## src/verilog/pbch_defs.vh

```
/*
 * Constants for the primary bus control and release block.
 * Assumes inclusion by bare name from design files under verilog/.
 */
`ifndef PBCH_DEFS_VH
`define PBCH_DEFS_VH
`define PBCH_ADDR_W       24
`define PBCH_DATA_W       32
`define PBCH_RESET_VECTOR 24'h000000
`define PBCH_FLAG_GPIO    1'b0
`define PBCH_FLAG_ILOCK   1'b1
`define PBCH_RDY_SETTLE   2'h2
`endif

```

## src/verilog/pbch_sync2.v

```verilog
/*
 * Two-flop synchroniser for one level from outside the clock domain.
 * Assumes the input is a slowly changing level, not a short pulse.
 */
`timescale 1ns/10ps
`default_nettype none
module pbch_sync2 #(
    parameter [0:0] RESET_VAL = 1'b1
) (
    input  wire clk,
    input  wire reset_n,
    input  wire d_in,
    output wire q_out
);
    reg meta_q;   // First stage, read only by second
    reg sync_q;   // Second stage, safe to use

    // Two stages, constant reset value
    always @(posedge clk or negedge reset_n) begin
        if (!reset_n) begin
            meta_q <= RESET_VAL;
            sync_q <= RESET_VAL;
        end else begin
            meta_q <= d_in;
            sync_q <= meta_q;
        end
    end
    assign q_out = sync_q;
endmodule
`default_nettype wire

```

## src/verilog/pbch_bus_ctrl.v

```verilog
/*
 * Primary external bus control: strobe, direction, ready handshake,
 * bus release with acknowledge, shutdown tristate, interrupt acknowledge
 * and the two external flag pins.
 * Assumes an internal core issues access requests on the same clock and
 * that external pins (ready, release request, shutdown, flag inputs)
 * are asynchronous and go through synchronisers here.
 */
`timescale 1ns/10ps
`default_nettype none
`include "pbch_defs.vh"
module pbch_bus_ctrl (
    input  wire                    clk,
    input  wire                    reset_n,
    // Core side
    input  wire                    acc_req,
    input  wire                    acc_read,
    input  wire [`PBCH_ADDR_W-1:0] acc_addr,
    input  wire [`PBCH_DATA_W-1:0] acc_wdata,
    output wire                    acc_ready,
    output reg                     acc_done,
    output reg  [`PBCH_DATA_W-1:0] acc_rdata,
    output wire                    core_run,
    output reg  [`PBCH_ADDR_W-1:0] start_addr,
    output reg                     start_pulse,
    input  wire                    int_ack_instr,
    input  wire                    ignore_release_request,
    input  wire [1:0]              flag_mode,
    input  wire [1:0]              flag_out,
    input  wire [1:0]              flag_oe,
    input  wire [1:0]              ilock_out,
    output wire [1:0]              flag_in,
    // External pins
    output reg  [`PBCH_ADDR_W-1:0] addr_bus_o,
    output wire                    addr_bus_oe,
    input  wire [`PBCH_DATA_W-1:0] data_bus_i,
    output reg  [`PBCH_DATA_W-1:0] data_bus_o,
    output wire                    data_bus_oe,
    output reg                     access_strobe_n_o,
    output wire                    access_strobe_n_oe,
    output reg                     rd_wr_n_o,
    output wire                    rd_wr_n_oe,
    input  wire                    ready_n,
    input  wire                    release_req_n,
    output reg                     bus_release_ack_n,
    output wire                    bus_release_ack_n_oe,
    output reg                     int_ack_out_n,
    output wire                    int_ack_out_n_oe,
    input  wire                    shutdown_tristate_n,
    input  wire                    ext_flag_0_i,
    output wire                    ext_flag_0_o,
    output wire                    ext_flag_0_oe,
    input  wire                    ext_flag_1_i,
    output wire                    ext_flag_1_o,
    output wire                    ext_flag_1_oe
);
    // One-hot states
    localparam [3:0] ST_IDLE = 4'h1;  // Bus driven, no access
    localparam [3:0] ST_ACC  = 4'h2;  // Strobe low, wait ready
    localparam [3:0] ST_REL  = 4'h4;  // Bus released
    localparam [3:0] ST_BACK = 4'h8;  // Ack gone, drive next cycle

    reg  [3:0] state_q;      // Bus state
    reg  [3:0] state_d;      // Next bus state
    reg        started_q;    // Vector fetch issued
    wire       ready_s;      // Synchronised ready, active low pin
    wire       rel_req_s;    // Synchronised release request
    wire       shz_s;        // Synchronised shutdown, active low
    wire [1:0] flag_s;       // Synchronised flag inputs
    wire       released;     // Bus lines floated by release
    wire       shut;         // Shutdown active
    wire       want_rel;     // Release request honoured
    reg  [1:0] acc_age_q;    // Edges spent in current access
    wire       acc_end;      // Access completes this edge

    // Control and flag pin inputs pass two flops; data_bus_i is sampled directly
    pbch_sync2 #(.RESET_VAL(1'b1)) u_rdy (.clk(clk), .reset_n(reset_n),
        .d_in(ready_n), .q_out(ready_s));
    pbch_sync2 #(.RESET_VAL(1'b1)) u_rel (.clk(clk), .reset_n(reset_n),
        .d_in(release_req_n), .q_out(rel_req_s));
    pbch_sync2 #(.RESET_VAL(1'b1)) u_shz (.clk(clk), .reset_n(reset_n),
        .d_in(shutdown_tristate_n), .q_out(shz_s));
    pbch_sync2 #(.RESET_VAL(1'b0)) u_xf0 (.clk(clk), .reset_n(reset_n),
        .d_in(ext_flag_0_i), .q_out(flag_s[0]));
    pbch_sync2 #(.RESET_VAL(1'b0)) u_xf1 (.clk(clk), .reset_n(reset_n),
        .d_in(ext_flag_1_i), .q_out(flag_s[1]));

    assign shut     = ~shz_s;
    assign want_rel = ~rel_req_s & ~ignore_release_request;
    // Floated in the withdraw cycle too, so the acknowledge is seen high
    // for a full cycle before the bus lines are driven again
    assign released = (state_q == ST_REL) | (state_q == ST_BACK);
    // Core is halted by shutdown and stalled while bus is held
    assign core_run  = started_q & ~shut;
    assign acc_ready = (state_q == ST_IDLE) & ~want_rel & ~shut;

    // Age of the current access in edges, saturating. A ready seen
    // through the synchroniser in the first two edges may still belong
    // to the previous access, so completion waits for the age to settle.
    always @(posedge clk or negedge reset_n) begin
        if (!reset_n) begin
            acc_age_q <= 2'h0;
        end else if (state_q != ST_ACC) begin
            acc_age_q <= 2'h0;
        end else if (acc_age_q != `PBCH_RDY_SETTLE) begin
            acc_age_q <= acc_age_q + 2'h1;
        end
    end
    // Fresh ready only, never a leftover from the last access
    assign acc_end = (state_q == ST_ACC) & ~ready_s &
                     (acc_age_q == `PBCH_RDY_SETTLE);

    // Next-state logic
    always @* begin
        state_d = state_q;
        case (state_q)
            ST_IDLE: begin
                if (want_rel) begin
                    state_d = ST_REL;
                end else if (acc_req && !shut) begin
                    state_d = ST_ACC;
                end
            end
            ST_ACC: begin
                // Finish the access before any release
                if (acc_end) begin
                    state_d = ST_IDLE;
                end
            end
            ST_REL: begin
                if (!want_rel) begin
                    state_d = ST_BACK;
                end
            end
            ST_BACK: begin
                state_d = ST_IDLE;
            end
            default: begin
                state_d = ST_IDLE;
            end
        endcase
    end

    // State, strobe, direction, acknowledge
    always @(posedge clk or negedge reset_n) begin
        if (!reset_n) begin
            state_q           <= ST_IDLE;
            access_strobe_n_o <= 1'b1;
            rd_wr_n_o         <= 1'b1;
            bus_release_ack_n <= 1'b1;
            addr_bus_o        <= {`PBCH_ADDR_W{1'b0}};
            data_bus_o        <= {`PBCH_DATA_W{1'b0}};
        end else begin
            state_q <= state_d;
            // Acknowledge follows release state; drops before drive
            bus_release_ack_n <= ~(state_d == ST_REL);
            if (state_q == ST_IDLE && state_d == ST_ACC) begin
                addr_bus_o        <= acc_addr;
                data_bus_o        <= acc_wdata;
                rd_wr_n_o         <= acc_read;
                access_strobe_n_o <= 1'b0;
            end else if (state_q == ST_ACC && state_d == ST_IDLE) begin
                access_strobe_n_o <= 1'b1;
                rd_wr_n_o         <= 1'b1;
            end
        end
    end

    // Read data capture and completion pulse
    always @(posedge clk or negedge reset_n) begin
        if (!reset_n) begin
            acc_done  <= 1'b0;
            acc_rdata <= {`PBCH_DATA_W{1'b0}};
        end else begin
            acc_done <= acc_end;
            if (acc_end && rd_wr_n_o) begin
                acc_rdata <= data_bus_i;
            end
        end
    end

    // Start from reset vector once reset is gone
    always @(posedge clk or negedge reset_n) begin
        if (!reset_n) begin
            started_q   <= 1'b0;
            start_pulse <= 1'b0;
            start_addr  <= `PBCH_RESET_VECTOR;
        end else begin
            start_pulse <= ~started_q;
            started_q   <= 1'b1;
            start_addr  <= `PBCH_RESET_VECTOR;
        end
    end

    // Interrupt acknowledge, one cycle per instruction
    always @(posedge clk or negedge reset_n) begin
        if (!reset_n) begin
            int_ack_out_n <= 1'b1;
        end else begin
            int_ack_out_n <= ~(int_ack_instr & core_run);
        end
    end

    // Strobe stays driven high through reset so an external decoder
    // never sees a floating strobe as a false access
    // Enables: reset floats data, address, direction but not strobe
    assign addr_bus_oe          = reset_n & ~shut & ~released;
    assign data_bus_oe          = reset_n & ~shut & ~released &
                                  (state_q == ST_ACC) & ~rd_wr_n_o;
    assign rd_wr_n_oe           = reset_n & ~shut & ~released;
    assign access_strobe_n_oe   = ~shut & ~released;
    assign bus_release_ack_n_oe = ~shut;
    assign int_ack_out_n_oe     = ~shut;

    // Flags: GPIO or interlock; floated on shutdown and reset
    assign ext_flag_0_o  = (flag_mode[0] == `PBCH_FLAG_ILOCK) ?
                           ilock_out[0] : flag_out[0];
    assign ext_flag_1_o  = (flag_mode[1] == `PBCH_FLAG_ILOCK) ?
                           ilock_out[1] : flag_out[1];
    assign ext_flag_0_oe = reset_n & ~shut & flag_oe[0];
    assign ext_flag_1_oe = reset_n & ~shut & flag_oe[1];
    assign flag_in       = flag_s;
endmodule
`default_nettype wire

```

## config.mk

```make
export PLATFORM = sky130hd
export DESIGN_NAME = pbch_bus_ctrl
export DESIGN_NICKNAME = d
export VERILOG_FILES = /design/src/verilog/pbch_sync2.v /design/src/verilog/pbch_bus_ctrl.v
export VERILOG_INCLUDE_DIRS = /design/src /design/src/verilog
export SDC_FILE = /design/constraint.sdc
export NUM_CORES = 1
export LEC_CHECK = 0
export BUFFER_PORTS_ARGS = -buffer_cell sky130_fd_sc_hd__clkbuf_2
export CORE_MARGIN = 10
export CORE_UTILIZATION = 40
export DETAILED_ROUTE_END_ITERATION = 8
export GPL_TIMING_DRIVEN = 0
export PLACE_DENSITY_LB_ADDON = 0.3
export SYNTH_ARGS = -nofsm -noshare
export SYNTH_HDL_FRONTEND = slang
export SYNTH_SLANG_ARGS = --single-unit
export TNS_END_PERCENT = 10
```

## constraint.sdc

```tcl
create_clock -name clk -period 2.3 [get_ports clk]
set_input_delay 0.23 -clock clk [delete_from_list [all_inputs] [get_ports clk]]
set_output_delay 0.23 -clock clk [all_outputs]
set_load 0.02 [all_outputs]
```

# Word level (Yosys, flattened, before mapping)
# Index checks and enable logic that the tools add are counted.
dict set report op_classes {
  n_addsub 1
  n_mul 0
  div_mod_pow 0
  magnitude_cmp 0
  eq_ne 10
  shifts 0
  muxes 12
  bitwise_logic 24
  n_reduce_logical 6
}
# operator n
set op_table {}
lappend op_table {{two-way mux 4 bit} 4}
lappend op_table {{AND 1 bit} 14}
lappend op_table {{case mux 4 bit (3 select lines)} 1}
lappend op_table {{NOT 1 bit} 9}
lappend op_table {{equality test 4 x 1 -> 1 bit, second input constant} 2}
lappend op_table {{equality test 4 x 2 -> 1 bit, second input constant} 2}
lappend op_table {{equality test 4 x 3 -> 1 bit, second input constant} 2}
lappend op_table {{two-way mux 1 bit} 5}
lappend op_table {{equality test 4 bit, second input constant} 1}
lappend op_table {{logical AND 1 bit} 4}
lappend op_table {{two-way mux 2 bit} 2}
lappend op_table {{inequality test 4 x 2 -> 1 bit, second input constant} 1}
lappend op_table {{nonzero test 2 bit} 2}
lappend op_table {{adder 2 x 1 -> 2 bit, second input constant} 1}
lappend op_table {{equality test 2 bit, second input constant} 1}
lappend op_table {{inequality test 2 bit, second input constant} 1}
lappend op_table {{OR 1 bit} 1}
dict set report word_totals {
  register_bits 111
  latchBits 0
  mem_bits_rw 0
  romBits 0
  inputBits 107
  out_inout_bits 132
  elab_cells 75
  n_memories 0
}

# Depth between registers and ports, before layout
dict set report depth {
  ltp_word 9
  ltp_mapped 6
}

# Cells and area by module
# A second synthesis with hierarchy kept.
dict set report unflattened {
  hier_cells 286
  area_unflattened_um2 4428.0
}
# mod instances cells_each area_per_inst_um2
set modules_own_cells {}
lappend modules_own_cells {pbch_bus_ctrl 1 276 4170.2}
lappend modules_own_cells {{pbch_sync2 (u_rdy ...)} 3 2 52.6}
lappend modules_own_cells {{pbch_sync2 (u_xf0 ...)} 2 2 50.0}

# Worst setup path before layout
# Ideal clock, no wire load.
dict set report synth_timing {
  path_type {reg-to-reg}
  from {reg u_shz.sync_q (netlist: u_shz.q_out)}
  to {reg addr_bus_o[17]}
  setup_ps 127
  arrival_time_ps 1718
  slack_ps 455
  stages_incl_launch_ff 6
  path_buffers 2
  period_less_slack_ps 1845
  cell_sequence {dfstp_2 > nand2_1 > nor4b_4 > buf_6 > buf_6 > mux2_1}
}
dict set report synth_via {
  elab_chain_len 6
}
# element line
set synth_rtl {}
lappend synth_rtl {{from (decl)} pbch_sync2.v:16} ;# reg sync_q;
lappend synth_rtl {{from (signal assigned)} pbch_sync2.v:25} ;# sync_q <= meta_q;
lappend synth_rtl {{logical AND 1 bit} pbch_bus_ctrl.v:120} ;# end else if (acc_req && !shut) begin
lappend synth_rtl {{two-way mux 4 bit} pbch_bus_ctrl.v:120}
lappend synth_rtl {{two-way mux 4 bit} pbch_bus_ctrl.v:118} ;# if (want_rel) begin
lappend synth_rtl {{case mux 4 bit (3 select lines)} pbch_bus_ctrl.v:116} ;# case (state_q)
lappend synth_rtl {{equality test 4 x 2 -> 1 bit} pbch_bus_ctrl.v:157} ;# if (state_q == ST_IDLE && state_d == ST_ACC) begin
lappend synth_rtl {{logical AND 1 bit} pbch_bus_ctrl.v:157}
lappend synth_rtl {{to (signal assigned)} pbch_bus_ctrl.v:151} ;# addr_bus_o <= {`PBCH_ADDR_W{1'b0}};
lappend synth_rtl {{to (signal assigned)} pbch_bus_ctrl.v:158} ;# addr_bus_o <= acc_addr;
lappend synth_rtl {{to (decl)} pbch_bus_ctrl.v:34} ;# output reg [`PBCH_ADDR_W-1:0] addr_bus_o,
# Every way passes these cells.
# A chain may end at the register's enable or synchronous reset.

# Worst setup path in the final report
dict set report layout_timing {
  from {reg u_shz.sync_q (netlist: u_shz.q_out)}
  to {reg data_bus_o[0]}
}
dict set report layout_via {
  elab_chain_len 6
}
# element line
set layout_rtl {}
lappend layout_rtl {{logical AND 1 bit} pbch_bus_ctrl.v:120}
lappend layout_rtl {{two-way mux 4 bit} pbch_bus_ctrl.v:120}
lappend layout_rtl {{two-way mux 4 bit} pbch_bus_ctrl.v:118}
lappend layout_rtl {{case mux 4 bit (3 select lines)} pbch_bus_ctrl.v:116}
lappend layout_rtl {{equality test 4 x 2 -> 1 bit} pbch_bus_ctrl.v:157}
lappend layout_rtl {{logical AND 1 bit} pbch_bus_ctrl.v:157}
lappend layout_rtl {{to (signal assigned)} pbch_bus_ctrl.v:152} ;# data_bus_o <= {`PBCH_DATA_W{1'b0}};
lappend layout_rtl {{to (signal assigned)} pbch_bus_ctrl.v:159} ;# data_bus_o <= acc_wdata;
lappend layout_rtl {{to (decl)} pbch_bus_ctrl.v:37} ;# output reg [`PBCH_DATA_W-1:0] data_bus_o,
# Every way passes these cells.

==> metrics.txt <==
outcome=finished, violations left; failing checks=negative hold slack; layout cell share with drive strength beyond 1=66.24%; leakage=about 3.1 nW; Synth warnings=0; mean number of vias per cell=4.439; Layout fillers=965; fmax=just under 0.5 GHz; Power Total=0.006445 W; count of different cell masters after synthesis=30; worst stage delay on the critical path=around 600 ps; Reg clk slew, reported paths=100 ps; final core occ=55.25%; Root Driver=clkbuf_8; Rel. slew slack=40.13%; cell mode on critical path=buf_6; drt initial violations=roughly 150; Clock power frac=16.1%; vias in the first global route=3300; CP Buf/Inv Count=2; crit share post-route=89.40%; synthesized area=0.004390 mm^2; Die Width=124.8 um; hpwl dp=approximately 9000 um; I/O pins=239; WL/cell=16.14 um; mean post-synth cell area=around 15 um^2; pre-CTS WS=224.1 ps; Seq/Total Area, Yosys=63.58%; Setup Buffers After CTS=0; commonest non-fill, non-tap cell in the layout=clkbuf_2; Final GP Congestion=slightly above 0.8; CTS tree=yes; CP max-delay cell=dfstp_2; post-layout min period=slightly above 2000 ps; placed cell count=between 600 and 700; GRT Total Usage=14.07%; endpoints failing setup=0; largest net degree at the start of global routing=115; antenna-violating nets left=0; Starting Density=40.68%; worst hold slack=-68.39 ps; Hold Fails Final Rpt=32; drt pass-1 iters=4; ys flop type=dfrtp_1; endpoint class of the critical path=register; final WL=11070 um; worst-path cell chain=nand2_1, nor4b_4, buf_6, buf_6, mux2_1; most frequent cells in the layout=213 x clkbuf_2, 100 x dfrtp_1, 83 x mux2_2, 32 x buf_4, 25 x conb_1; CP required=2540 ps; Int Pwr=0.004042 W; FF+latch count, synth=111; Async S/R FF share, synth=100.0%; Net count, final=around 650; Worst Hold Class=input pin to async pin; Syn-to-layout area delta=35.82%; EDFF count, synth=0; TNS Setup=0 ps; area of the core=0.01079 mm^2; Inserted Clock Buffers=9; Sw Ratio=37.29%; die area=0.01557 mm^2; CP Class=register to register; antenna violations before repair=1; Comb pwr share=38.7%; maximum vdd drop=roughly 0.7 mV; insertion delay to the later sink of the worst-skew pair=350 ps; H-tree lvl count=3; CP delay by family, top=flip-flops; # clock sinks=111; multi-input logic area=0.001389 mm^2; pwr dens=1081 mW/mm^2; register area=0.002791 mm^2; crit path launch type=register; Critical Path Fanout Max=10; Residual DRC=0; final worst-path setup slack=243.7 ps; grt total ovfl=0; Die Y=approximately 120 um; NetSw=0.002403 W; RSZ-0062 raised after global routing=false; CTS max path bufs=2; vias=approximately 3000; # port buffers=214; post-synthesis cell count=286; Pins Over Slew Limit=0; max-cap viol count=0; sequential share of power=45.2%; clock skew after layout=10.26 ps; global-route wire length before repair=17770 um; FP Rows=38; Non-Filler Instances=686; worst slew pin tran=898.0 ps; Worst EP arrival=between 2000 and 2500 ps
## synthesized netlist by cell type (3+ instances only)
cell type  number  area share, %
dfrtp_1       100             57
mux2_2         83             21
buf_4          32            5.5
dfstp_2        11            6.6
nor2_1          8           0.68
mux2_1          7            1.8
and2_1          4           0.57
inv_1           4           0.34
a21oi_1         3           0.34
buf_2           3           0.34
nand2_1         3           0.26
## cell type report
class	instances	share of cell area (%)
clock inverters	4	0.3987
inverters	4	0.2518
flip-flops and latches	111	46.81
multi-input cells	156	23.29
diodes	1	0.04196
clock buffers	12	2.434
repair buffers	220	19.11
plain buffers	38	4.721
well taps	140	2.937
## power groups by stage
| stage | Clock [W] | Combinational, W | Sequential [W] |
|---|---|---|---|
| after CTS | 0.00109 | 0.00254 | 0.00292 |
| after detailed placement | 0 | 0.00253 | 0.00295 |
| final | 0.00104 | 0.00249 | 0.00292 |
| after floorplan | 0 | 0.000849 | 0.00364 |
| after global placement | 0 | 0.00248 | 0.00292 |
| after global routing | 0.00117 | 0.00267 | 0.00300 |
## kinds of logic after synthesis
group / after synthesis / synth area share, %
other cells: 2 / 0.1711
buf+inv: 42 / 6.754
flops: 111 / 63.58
mux: 91 / 23.31
compound gates: 7 / 0.9974
fa+ha+maj: 1 / 0.2849
simple gates: 29 / 4.303
xor+xnor: 3 / 0.5986
## worst paths after layout
kind | from | to | slack, ps | depth (start not counted)
max reg2reg | u_shz.q_out | data_bus_o[0] | 240 | 5
max in group asynchronous | reset_n | acc_age_q[0] | 1690 | 1
min in group clk | acc_read | rd_wr_n_o | 70 | 3
min | reset_n | data_bus_o[19] | -70 | 1
max | u_shz.q_out | data_bus_o[0] | 240 | 5
min reg2reg | u_xf0.meta_q | u_xf0.q_out | 360 | 0
## routing by layer
layer / GRT usage (%) / vias to the layer above / wire (um)
met1: 14.88 / 1467 / 4060
met4: 4.935 / 0 / 138
met2: 24.84 / 138 / 5729
met3: 5.489 / 10 / 1144
li1: - / 1430 / -
met5: 0 / - / 0
## flip-flops by register name (all words and copies together), names as in the netlist, 2 cells and up
signal,flops
state_q,4
data_bus_o,32
addr_bus_o,24
acc_rdata,32
acc_age_q,2
## timing repair
action,CTS,global route
gates resized for setup,0,0
hold endpoints to repair,6,0
hold buffers,6,0
## per-stage QoR
stage,instance area [um^2],hold slack [ps]
2_1_floorplan,4477,-65.59
3_3_place_gp,5723,320.3
3_5_place_dp,5732,321.7
4_1_cts,5961,14.92
5_1_grt,5961,31.88
6_report,5963,-68.39
## worst register-to-register path, delay by kind of cell, from the launching register on
family / cells / cell delay, ps
flip-flops: 1 / 610
buffers and inverters: 2 / 390
multiplexers: 1 / 330
AND/OR/NAND/NOR: 2 / 610
(Power assumes the default switching activity.)
